`config.mk`:
```
export PLATFORM = sky130hd
export DESIGN_NAME = tmu_top
export DESIGN_NICKNAME = d
export VERILOG_FILES = /design/src/logic/tmu_pkg.sv /design/src/logic/tmu_unit_if.sv /design/src/logic/tmu_unit.sv /design/src/logic/tmu_top.sv
export SDC_FILE = /design/constraint.sdc
export NUM_CORES = 1
export LEC_CHECK = 0
export ABC_AREA = 1
export BUFFER_PORTS_ARGS = -buffer_cell sky130_fd_sc_hd__buf_2
export CORE_ASPECT_RATIO = 1.4
export CORE_MARGIN = 2
export CORE_UTILIZATION = 35
export DETAILED_ROUTE_END_ITERATION = 10
export PLACE_DENSITY = 0.64
export SLEW_MARGIN = 20
export SYNTH_ARGS = -nofsm -noshare
export SYNTH_HDL_FRONTEND = slang
export SYNTH_SLANG_ARGS = --single-unit
export TNS_END_PERCENT = 30
```
`constraint.sdc`:
```
create_clock -name clk_i -period 4.9 [get_ports clk_i]
set_input_delay 0.245 -clock clk_i [delete_from_list [all_inputs] [get_ports clk_i]]
set_output_delay 0.245 -clock clk_i [all_outputs]
set_load 0.1 [all_outputs]
```
`src/logic/tmu_pkg.sv`:
```
package tmu_pkg;

    // ========================================
    // Register byte offsets
    localparam logic [7:0] OFS_RUN    = 8'h00;
    localparam logic [7:0] OFS_MODE   = 8'h04;
    localparam logic [7:0] OFS_CLK    = 8'h08;
    localparam logic [7:0] OFS_TFF    = 8'h0C;
    localparam logic [7:0] OFS_SCMP_A = 8'h10;
    localparam logic [7:0] OFS_MCMP_A = 8'h14;
    localparam logic [7:0] OFS_SCMP_B = 8'h18;
    localparam logic [7:0] OFS_MCMP_B = 8'h1C;
    localparam logic [7:0] OFS_CNT    = 8'h20;
    localparam logic [7:0] OFS_POL    = 8'h24;

    // ========================================
    // Values after reset and field positions
    localparam logic [7:0] RST_RUN   = 8'h00;
    localparam logic [7:0] RST_MODE  = 8'h00;
    localparam logic [7:0] RST_CLK   = 8'h00;
    localparam logic [7:0] RST_TFF   = 8'h00;
    localparam logic [7:0] RST_CMP   = 8'h00;
    localparam logic [1:0] RST_POL   = 2'h0;
    localparam logic [1:0] RST_C16   = 2'h3;
    localparam int         PRE_RUN_BIT = 5;
    localparam int         INV_EN_BIT  = 1;
    localparam logic [7:0] TFF_CMD_RD  = 8'hCC;

    // ========================================
    // Prescaler timing
    localparam int CLK_MHZ   = 40;
    localparam int TAP1_NS   = 500;
    localparam int TAP16_NS  = 8000;
    localparam int TAP256_NS = 128000;
    localparam int TAP1_CYC  = (TAP1_NS * CLK_MHZ) / 1000;
    localparam int TAP16_DIV = TAP16_NS / TAP1_NS;
    localparam int TAP256_DIV = TAP256_NS / TAP1_NS;

    // ========================================
    // Encodings
    typedef enum logic [1:0] {
        MODE_8BIT  = 2'h0,
        MODE_16BIT = 2'h1,
        MODE_PULSE = 2'h2,
        MODE_PWM   = 2'h3
    } tmu_mode_t;

    typedef enum logic [1:0] {
        FF_CLR  = 2'h0,
        FF_SET  = 2'h1,
        FF_INV  = 2'h2,
        FF_KEEP = 2'h3
    } tmu_ffcmd_t;

    localparam logic [1:0] SEL_SUB  = 2'h0;
    localparam logic [1:0] SEL_T1   = 2'h1;
    localparam logic [1:0] SEL_T16  = 2'h2;
    localparam logic [1:0] SEL_PRESCALE_TAP_256 = 2'h3;
    localparam logic [1:0] PWM_N6   = 2'h1;
    localparam logic [1:0] PWM_N7   = 2'h2;
    localparam logic [7:0] PER_N6   = 8'h3F;
    localparam logic [7:0] PER_N7   = 8'h7F;
    localparam logic [7:0] PER_N8   = 8'hFF;

endpackage

```
`src/logic/tmu_unit_if.sv`:
```
`timescale 1ns/10ps
interface tmu_unit_if;
    logic                 sub_run;
    logic                 main_run;
    tmu_pkg::tmu_mode_t   mode;
    logic [1:0]           pwm_n;
    logic [1:0]           sub_sel;
    logic [1:0]           main_sel;
    logic                 inv_en;
    logic                 ff_cmd_valid;
    tmu_pkg::tmu_ffcmd_t  ff_cmd;
    logic [7:0]           sub_cmp;
    logic [7:0]           main_cmp;
    logic                 cmp16_en;
    logic [2:0]           tap;
    logic [7:0]           sub_cnt;
    logic [7:0]           main_cnt;
    logic                 tff;
    logic                 trig;

    modport top (
        output sub_run, main_run, mode, pwm_n, sub_sel, main_sel,
        output inv_en, ff_cmd_valid, ff_cmd, sub_cmp, main_cmp,
        output cmp16_en, tap,
        input  sub_cnt, main_cnt, tff, trig
    );
    modport unit (
        input  sub_run, main_run, mode, pwm_n, sub_sel, main_sel,
        input  inv_en, ff_cmd_valid, ff_cmd, sub_cmp, main_cmp,
        input  cmp16_en, tap,
        output sub_cnt, main_cnt, tff, trig
    );
endinterface

```
`src/logic/tmu_unit.sv`:
```
`timescale 1ns/10ps
module tmu_unit (
    // Clock and reset
    input  wire logic   clk_i,
    input  wire logic   rst_b_i,
    // Control and status
    tmu_unit_if.unit    u
);

    // ========================================
    // Clock source selection
    function automatic logic sel_tick(input logic [1:0] sel,
                                      input logic [2:0] tap);
        case (sel)
            tmu_pkg::SEL_T1:   sel_tick = tap[0];
            tmu_pkg::SEL_T16:  sel_tick = tap[1];
            tmu_pkg::SEL_PRESCALE_TAP_256: sel_tick = tap[2];
            default:           sel_tick = 1'b0;
        endcase
    endfunction

    logic [7:0]  sub_q;
    logic [7:0]  main_q;
    logic        tff_q;
    logic        trig_q;
    logic [7:0]  s_nxt;
    logic [7:0]  m_nxt;
    logic [7:0]  period;
    logic [15:0] w_nxt;
    logic        m16;
    logic        s_tick;
    logic        s_match;
    logic        s_ovf;
    logic        m_tick;
    logic        m_match;
    logic        w_match;
    logic        per_hit;
    logic        hit;
    logic        clr_m;
    logic        tog;

    // ========================================
    // Tick, match and event decoding
    always_comb begin
        m16    = (u.mode == tmu_pkg::MODE_16BIT);
        s_tick = u.sub_run & sel_tick(u.sub_sel, u.tap)
                 & ~(m16 & (u.sub_sel == tmu_pkg::SEL_PRESCALE_TAP_256));
        s_nxt  = sub_q + 8'h01;
        s_match = s_tick & (s_nxt == u.sub_cmp);
        s_ovf   = s_tick & (sub_q == 8'hFF);
        m_nxt   = main_q + 8'h01;
        w_nxt   = {main_q, sub_q} + 16'h0001;
        w_match = s_tick & u.cmp16_en
                  & (w_nxt == {u.main_cmp, u.sub_cmp});
        if (m16) begin
            m_tick = u.main_run & s_ovf;
        end else if (u.main_sel == tmu_pkg::SEL_SUB) begin
            m_tick = u.main_run & s_match;
        end else begin
            m_tick = u.main_run & sel_tick(u.main_sel, u.tap);
        end
        if (u.mode == tmu_pkg::MODE_PULSE) begin
            m_tick = m_tick & u.sub_run;
        end
        case (u.pwm_n)
            tmu_pkg::PWM_N6: period = tmu_pkg::PER_N6;
            tmu_pkg::PWM_N7: period = tmu_pkg::PER_N7;
            default:         period = tmu_pkg::PER_N8;
        endcase
        m_match = m_tick & (m_nxt == u.main_cmp);
        per_hit = m_tick & (m_nxt == period);
        case (u.mode)
            tmu_pkg::MODE_16BIT: begin
                hit   = w_match;
                clr_m = w_match;
                tog   = w_match;
            end
            tmu_pkg::MODE_PULSE: begin
                hit   = m_match;
                clr_m = m_match;
                tog   = m_match | (m_tick & (m_nxt == u.sub_cmp));
            end
            tmu_pkg::MODE_PWM: begin
                hit   = per_hit;
                clr_m = per_hit;
                tog   = m_match | per_hit;
            end
            default: begin
                hit   = m_match;
                clr_m = m_match;
                tog   = m_match;
            end
        endcase
    end

    // ========================================
    // Sub counter
    always_ff @(posedge clk_i or negedge rst_b_i) begin
        if (!rst_b_i) begin
            sub_q <= 8'h00;
        end else if (!u.sub_run || u.mode == tmu_pkg::MODE_PULSE) begin
            sub_q <= 8'h00;
        end else if (m16) begin
            if (w_match) begin
                sub_q <= 8'h00;
            end else if (s_tick) begin
                sub_q <= s_nxt;
            end
        end else if (s_match) begin
            sub_q <= 8'h00;
        end else if (s_tick) begin
            sub_q <= s_nxt;
        end
    end

    // ========================================
    // Main counter
    always_ff @(posedge clk_i or negedge rst_b_i) begin
        if (!rst_b_i) begin
            main_q <= 8'h00;
        end else if (!u.main_run) begin
            main_q <= 8'h00;
        end else if (clr_m) begin
            main_q <= 8'h00;
        end else if (m_tick) begin
            main_q <= m_nxt;
        end
    end

    // ========================================
    // Output flip-flop and trigger
    always_ff @(posedge clk_i or negedge rst_b_i) begin
        if (!rst_b_i) begin
            tff_q <= 1'b0;
        end else if (u.ff_cmd_valid) begin
            case (u.ff_cmd)
                tmu_pkg::FF_CLR: tff_q <= 1'b0;
                tmu_pkg::FF_SET: tff_q <= 1'b1;
                tmu_pkg::FF_INV: tff_q <= ~tff_q;
                default:         tff_q <= tff_q;
            endcase
        end else if (tog && u.inv_en) begin
            tff_q <= ~tff_q;
        end
    end

    always_ff @(posedge clk_i or negedge rst_b_i) begin
        if (!rst_b_i) begin
            trig_q <= 1'b0;
        end else begin
            trig_q <= hit;
        end
    end

    assign u.sub_cnt  = sub_q;
    assign u.main_cnt = main_q;
    assign u.tff      = tff_q;
    assign u.trig     = trig_q;

endmodule

```
`src/logic/tmu_top.sv`:
```
`timescale 1ns/10ps
module tmu_top (
    // Clock and reset
    input  wire logic        clk_i,
    input  wire logic        rst_b_i,
    // APB slave
    input  wire logic        psel_i,
    input  wire logic        penable_i,
    input  wire logic        pwrite_i,
    input  wire logic [7:0]  paddr_i,
    input  wire logic [31:0] pwdata_i,
    output logic      [31:0] prdata_o,
    output logic             pready_o,
    output logic             pslverr_o,
    // Timer outputs
    output logic             pulse_out_a_o,
    output logic             pulse_out_b_o,
    output logic [1:0]       irq_trig_o
);

    localparam logic [4:0] PRE_LAST = 5'(tmu_pkg::TAP1_CYC - 1);
    localparam logic [7:0] T16_LAST = 8'(tmu_pkg::TAP16_DIV - 1);
    localparam logic [7:0] PRESCALE_TAP_256_LAST = 8'(tmu_pkg::TAP256_DIV - 1);
    localparam logic [4:0] GAP_IDLE  = 5'h1F;

    // ========================================
    // Address decoding
    function automatic logic is_mapped(input logic [7:0] a);
        case (a)
            tmu_pkg::OFS_RUN, tmu_pkg::OFS_MODE, tmu_pkg::OFS_CLK,
            tmu_pkg::OFS_TFF, tmu_pkg::OFS_SCMP_A, tmu_pkg::OFS_MCMP_A,
            tmu_pkg::OFS_SCMP_B, tmu_pkg::OFS_MCMP_B, tmu_pkg::OFS_CNT,
            tmu_pkg::OFS_POL: is_mapped = 1'b1;
            default:          is_mapped = 1'b0;
        endcase
    endfunction

    logic [7:0]  run_q;
    logic [7:0]  mode_q;
    logic [7:0]  clk_q;
    logic [7:0]  tff_q;
    logic [7:0]  scmp_q [2];
    logic [7:0]  mcmp_q [2];
    logic [1:0]  c16_q;
    logic [1:0]  pol_q;
    logic        pready_q;
    logic        pslverr_q;
    logic [31:0] prdata_q;
    logic [31:0] rd_d;
    logic        access;
    logic        wr_en;
    logic [4:0]  pre_q;
    logic [7:0]  div_q;
    logic [2:0]  tap_q;
    logic        wrap;
    logic        pulse_a_q;
    logic        pulse_b_q;

    tmu_unit_if uif[2] ();

    assign access = psel_i & penable_i;
    assign wr_en  = access & pwrite_i & pready_q;

    // ========================================
    // APB handshake, one wait state
    always_ff @(posedge clk_i or negedge rst_b_i) begin
        if (!rst_b_i) begin
            pready_q  <= 1'b0;
            pslverr_q <= 1'b0;
            prdata_q  <= 32'h0000_0000;
        end else begin
            pready_q  <= access & ~pready_q;
            pslverr_q <= access & ~pready_q & ~is_mapped(paddr_i);
            if (access && !pready_q && !pwrite_i) begin
                prdata_q <= rd_d;
            end
        end
    end

    always_comb begin
        case (paddr_i)
            tmu_pkg::OFS_RUN:  rd_d = {24'h00_0000, run_q};
            tmu_pkg::OFS_MODE: rd_d = {24'h00_0000, mode_q};
            tmu_pkg::OFS_CLK:  rd_d = {24'h00_0000, clk_q};
            tmu_pkg::OFS_TFF:  rd_d = {24'h00_0000,
                                       tff_q | tmu_pkg::TFF_CMD_RD};
            tmu_pkg::OFS_CNT:  rd_d = {uif[1].main_cnt, uif[1].sub_cnt,
                                       uif[0].main_cnt, uif[0].sub_cnt};
            tmu_pkg::OFS_POL:  rd_d = {30'h0000_0000, pol_q};
            default:           rd_d = 32'h0000_0000;
        endcase
    end

    // ========================================
    // Control registers
    always_ff @(posedge clk_i or negedge rst_b_i) begin
        if (!rst_b_i) begin
            run_q  <= tmu_pkg::RST_RUN;
            mode_q <= tmu_pkg::RST_MODE;
            clk_q  <= tmu_pkg::RST_CLK;
            tff_q  <= tmu_pkg::RST_TFF;
            pol_q  <= tmu_pkg::RST_POL;
        end else if (wr_en) begin
            case (paddr_i)
                tmu_pkg::OFS_RUN:  run_q  <= pwdata_i[7:0];
                tmu_pkg::OFS_MODE: mode_q <= pwdata_i[7:0];
                tmu_pkg::OFS_CLK:  clk_q  <= pwdata_i[7:0];
                tmu_pkg::OFS_TFF:  tff_q  <= pwdata_i[7:0]
                                             & ~tmu_pkg::TFF_CMD_RD;
                tmu_pkg::OFS_POL:  pol_q  <= pwdata_i[1:0];
                default:           run_q  <= run_q;
            endcase
        end
    end

    // ========================================
    // Compare registers and 16-bit compare enable
    always_ff @(posedge clk_i or negedge rst_b_i) begin
        if (!rst_b_i) begin
            scmp_q[0] <= tmu_pkg::RST_CMP;
            scmp_q[1] <= tmu_pkg::RST_CMP;
            mcmp_q[0] <= tmu_pkg::RST_CMP;
            mcmp_q[1] <= tmu_pkg::RST_CMP;
            c16_q     <= tmu_pkg::RST_C16;
        end else if (wr_en) begin
            case (paddr_i)
                tmu_pkg::OFS_SCMP_A: begin
                    scmp_q[0] <= pwdata_i[7:0];
                    c16_q[0]  <= 1'b0;
                end
                tmu_pkg::OFS_MCMP_A: begin
                    mcmp_q[0] <= pwdata_i[7:0];
                    c16_q[0]  <= 1'b1;
                end
                tmu_pkg::OFS_SCMP_B: begin
                    scmp_q[1] <= pwdata_i[7:0];
                    c16_q[1]  <= 1'b0;
                end
                tmu_pkg::OFS_MCMP_B: begin
                    mcmp_q[1] <= pwdata_i[7:0];
                    c16_q[1]  <= 1'b1;
                end
                default: c16_q <= c16_q;
            endcase
        end
    end

    // ========================================
    // Prescaler
    assign wrap = run_q[tmu_pkg::PRE_RUN_BIT] & (pre_q == PRE_LAST);

    always_ff @(posedge clk_i or negedge rst_b_i) begin
        if (!rst_b_i) begin
            pre_q <= 5'h00;
            div_q <= 8'h00;
            tap_q <= 3'h0;
        end else if (!run_q[tmu_pkg::PRE_RUN_BIT]) begin
            pre_q <= 5'h00;
            div_q <= 8'h00;
            tap_q <= 3'h0;
        end else begin
            pre_q <= wrap ? 5'h00 : pre_q + 5'h01;
            if (wrap) begin
                div_q <= div_q + 8'h01;
            end
            tap_q[0] <= wrap;
            tap_q[1] <= wrap & ((div_q & T16_LAST) == T16_LAST);
            tap_q[2] <= wrap & ((div_q & PRESCALE_TAP_256_LAST) == PRESCALE_TAP_256_LAST);
        end
    end

    // ========================================
    // Tap spacing monitor
    // Counts cycles since the last fast tap; idle until the first tap
    // after a start, so a stop and restart is never taken as a bad gap.
    logic [4:0] tap_gap_q;

    always_ff @(posedge clk_i or negedge rst_b_i) begin
        if (!rst_b_i) begin
            tap_gap_q <= GAP_IDLE;
        end else if (!run_q[tmu_pkg::PRE_RUN_BIT]) begin
            tap_gap_q <= GAP_IDLE;
        end else if (tap_q[0]) begin
            tap_gap_q <= 5'h00;
        end else if (tap_gap_q != GAP_IDLE) begin
            tap_gap_q <= tap_gap_q + 5'h01;
        end
    end

    // ========================================
    // Timer units
    for (genvar i = 0; i < 2; i++) begin : g_unit
        assign uif[i].sub_run  = run_q[2*i];
        assign uif[i].main_run = run_q[2*i+1];
        assign uif[i].mode     = tmu_pkg::tmu_mode_t'(mode_q[4*i+3 -: 2]);
        assign uif[i].pwm_n    = mode_q[4*i+1 -: 2];
        assign uif[i].sub_sel  = clk_q[4*i+1 -: 2];
        assign uif[i].main_sel = clk_q[4*i+3 -: 2];
        assign uif[i].inv_en   = tff_q[4*i+tmu_pkg::INV_EN_BIT];
        assign uif[i].ff_cmd   = tmu_pkg::tmu_ffcmd_t'(pwdata_i[4*i+3 -: 2]);
        assign uif[i].ff_cmd_valid = wr_en & (paddr_i == tmu_pkg::OFS_TFF)
                                     & (pwdata_i[4*i+3 -: 2]
                                        != tmu_pkg::FF_KEEP);
        assign uif[i].sub_cmp  = scmp_q[i];
        assign uif[i].main_cmp = mcmp_q[i];
        assign uif[i].cmp16_en = c16_q[i];
        assign uif[i].tap      = tap_q;

        tmu_unit u_unit (
            .clk_i   (clk_i),
            .rst_b_i (rst_b_i),
            .u       (uif[i])
        );
    end

    // ========================================
    // Output pins
    always_ff @(posedge clk_i or negedge rst_b_i) begin
        if (!rst_b_i) begin
            pulse_a_q <= 1'b0;
            pulse_b_q <= 1'b0;
        end else begin
            pulse_a_q <= uif[0].tff ^ pol_q[0];
            pulse_b_q <= uif[1].tff ^ pol_q[1];
        end
    end

    assign pulse_out_a_o = pulse_a_q;
    assign pulse_out_b_o = pulse_b_q;
    assign irq_trig_o    = {uif[1].trig, uif[0].trig};
    assign prdata_o      = prdata_q;
    assign pready_o      = pready_q;
    assign pslverr_o     = pslverr_q;
endmodule

```
==> impl_metrics.py <==
metrics = {
    "sta": {
        "final.setup.tns_ps": 0,
        "max_freq_ghz": 0.344,
        "post-route-period-util_pct": 59.4,
        "finalHoldViolations": 0,
        "slew_violations": 0,
        "setup_viol": 0,
        "worst_pin_slew_ps": 964,
        "rsz0062_at_grt": "false",
        "finClkSkew_ps": 7.30,
        "slew_headroom_pct": 35.5,
        "period_minus_slack_ps": 2910,
    },
    "setup_path": {
        "path_cells": "inv_1, nand2_2, a21oi_1, nor2_2, nand2_1, nor2_1, nand3_1, nand2_1, nand2_1, nand2_2, nand3_2, o21ai_2, or2_1, a21oi_2",
        "r2r_start": "mode_q[7]$_DFFE_PN0P_",
        "cp.depth": 14,
        "worstSetupEndpointType": "flip-flop",
        "reg2reg_slack_ps": 1990,
        "crit_arrival_ps": 3210,
        "reg2reg_to": "g_unit[1].u_unit.u.main_cnt[5]$_DFFE_PN0P_",
        "crit_top_cell": "nand2_1",
        "critPathRequiredTime_ps": 5200,
        "worstSetupStartpointType": "flip-flop",
        "cp_num_buf_inv": 1,
        "cp_slowest_cell": "nor2_2",
        "crit_family": "simple AND/OR/NAND/NOR gates",
        "crit_type": "flip-flop to flip-flop",
        "ff2ff_path_depth": 14,
        "cp_max_fo": 16,
        "slowest_delay_ps": 540,
    },
    "synthesis": {
        "ys_seq_area_share_pct": 42.3,
        "synth_most_common_cell": "nand2_1",
        "synth.distinct_cells": 46,
        "synthArstFlopShare_pct": 100,
        "netlist_area_um2": 9000,
        "syn_area_per_cell_um2": 7.28,
        "synth_commonest_cells": "nand2_1, dfrtp_1, inv_1",
        "synth.top_cell.area_share_pct": 41.7,
        "synth_edf_count": 0,
        "postSynthNetCount": 1299,
        "yosys-top-cells-area": "dfrtp_1, nand2_1, o21ai_0",
        "yosys.area.top_type": "dfrtp_1",
        "yosys_warnings": 0,
        "syn_inst": 1236,
        "ys_ff_latch": 152,
        "synth_flop_cell": "dfrtp_1",
    },
    "hold_path": {
        "hold_depth": 3,
        "min_path_type": "primary input to flip-flop",
        "hold_path_end": "pready_o$_DFF_PN0_",
        "hold_start": "penable_i",
    },
    "global_route": {
        "track_usage_pct": 20.3,
        "grt_pass1_vias": 8156,
        "grt_pass1_wl_um": 43500,
        "antenna_found_initial": 0,
        "grt_max_degree": 81,
        "grt-ovfl-total": 0,
    },
    "pwr": {
        "powerDensity_nw_per_um2": 261,
        "power_leakage_nw": 4.74,
        "vdd_drop_max_mv": 0.214,
    },
    "detailed_routing": {
        "drt-wirelength-per-cell_um": 16.6,
        "ant_nets": 0,
        "drc": 0,
        "vias_per_cell": 5.14,
        "dr.pass1.iters": 6,
        "drt_wl_total_um": 27000,
        "vias": 8329,
        "drt_iter0_drc": 569,
    },
    "final_layout": {
        "final_nets": 1353,
        "syn2layout_area_growth_pct": 13.0,
        "antennaDiodeCount": 0,
        "final_core_util_pct": 40.1,
        "drive_gt1_share_pct": 11.1,
    },
    "placed_design": {
        "hpwlAfterDp_um": 20600,
        "gp_congestion": 0.964,
        "io_buffers": 58,
    },
    "floorplanning": {
        "ios": 83,
        "start_util_pct": 35.5,
        "dieArea_um2": 27000,
        "num_rows": 69,
        "core-area_um2": 25400,
        "die_x_um": 140,
        "fp.dieH_um": 194,
    },
    "clock_tree": {
        "clock_latency_ps": 430,
        "path_clk_slew_ps": 70,
        "clock_path_buffers": 2,
        "cts_setup_buffers": 0,
        "cts_made_buffers": 17,
        "cts_hold_buf": 1,
        "htree_levels": 4,
        "ctsResizeCount": 0,
        "clock_sinks": 152,
        "root_buffer": "clkbuf_16",
        "cts_tree": "yes",
    },
    "run_status": {
        "status": "completed",
    },
    "job": {
        "maxCapViolCount": 0,
    },
}
==> placed cells by master (no fill, tap or decap), types with 3 or more instances in the layout <==
master        n
nor3_1       11
clkbuf_16    17
nor2_1       99
nand2_2       7
dfrtp_1     150
o21bai_1      4
inv_6         4
inv_1       146
nor2_4        6
nand3b_1      4
nand3_1      87
o2111ai_1     4
a21oi_1      28
nor4_1        6
ha_1         18
o21ai_0     128
inv_2         5
buf_2        57
xnor2_1      14
nand3_2       7
buf_4         4
o211ai_1      4
nand2_1     384
nand4_1      15
xor2_1       16
a21oi_2       8
o21ai_1       5
or2_1         3
clkinv_2      3
a2111oi_0    11
clkinvlp_4    4
nor2_2       10
a221oi_1      6
==> flip-flops by register name (all words and copies together), names as in the netlist, 3 cells and up <==
register                  count
div_q                         8
prdata_o                     32
clk_q                         8
tap_q                         3
uif.main_cmp                 16
uif.sub_cmp                  16
tff_q                         4
g_unit.u_unit.u.main_cnt     16
g_unit.u_unit.u.sub_cnt      16
mode_q                        8
run_q                         8
pre_q                         5
==> metrics by stage <==
| step | cell area [µm²] | setup WS (ps) | instances | power (mW) | hold WS [ps] |
|---|---|---|---|---|---|
| finish | 10200 | 1990 | 1622 | 2.65 | 44.0 |
| global placement | 9600 | 2070 | 1589 | 1.40 | 341 |
| global route | 10200 | 1770 | 1622 | 2.73 | 38.7 |
| detailed placement | 9600 | 2010 | 1589 | 1.40 | 342 |
| CTS | 10200 | 1990 | 1622 | 2.67 | 30.7 |
| floorplan | 9000 | 2680 | 1236 | 1.34 | -50.6 |
==> kinds of logic after synthesis <==
| kind of cell | after synthesis | synth area share (%) |
|---|---|---|
| buffers and inverters | 179 | 7.74 |
| AO/OA/AOI/OAI | 209 | 13.4 |
| XOR/XNOR | 30 | 2.92 |
| adder cells (fa/ha/maj) | 18 | 2.50 |
| flip-flops | 152 | 42.3 |
| AND/OR/NAND/NOR | 648 | 31.1 |
==> final cells by class <==
class | instances | area (µm²)
Multi-Input combinational cell | 905 | 4500
Tap cell | 319 | 399
Clock inverter | 13 | 119
Fill cell | 2676 | 15200
Sequential cell | 152 | 3810
Clock buffer | 19 | 443
Timing Repair Buffer | 63 | 337
Inverter | 151 | 567
==> worst max-delay path by stage <==
stage | startpoint | end | slack (ps)
after CTS | mode_q[7]$_DFFE_PN0P_ | g_unit[1].u_unit.u.main_cnt[5]$_DFFE_PN0P_ | 1990
after floorplan | pready_o$_DFF_PN0_ | g_unit[1].u_unit.u.tff$_DFFE_PN0P_ | 2680
after detailed placement | mode_q[7]$_DFFE_PN0P_ | g_unit[1].u_unit.u.main_cnt[5]$_DFFE_PN0P_ | 2010
final | mode_q[7]$_DFFE_PN0P_ | g_unit[1].u_unit.u.main_cnt[5]$_DFFE_PN0P_ | 1990
after global placement | mode_q[7]$_DFFE_PN0P_ | g_unit[1].u_unit.u.main_cnt[7]$_DFFE_PN0P_ | 2070
after global routing | mode_q[7]$_DFFE_PN0P_ | g_unit[1].u_unit.u.main_cnt[5]$_DFFE_PN0P_ | 1770
==> report_power, final <==
group	internal (mW)	switching, mW
clock network	0.716	0.565
logic	0.0200	0.0862
registers	1.26	0.00515
total	2.00	0.656
==> worst min-delay path: cells and delay by family <==
family,cells,cell delay (ps)
buf+inv,1,110
simple gates,2,90
==> per-layer routing <==
layer  up-vias  global-route usage [%]  wire length (µm)
li1       4120                       -                 -
met1      3943                    23.7             10800
met3        56                    2.77               992
met2       210                    37.3             14200
met5         -                       0                 0
met4         0                    8.37               907
Power figures use the tool's default switching activity.
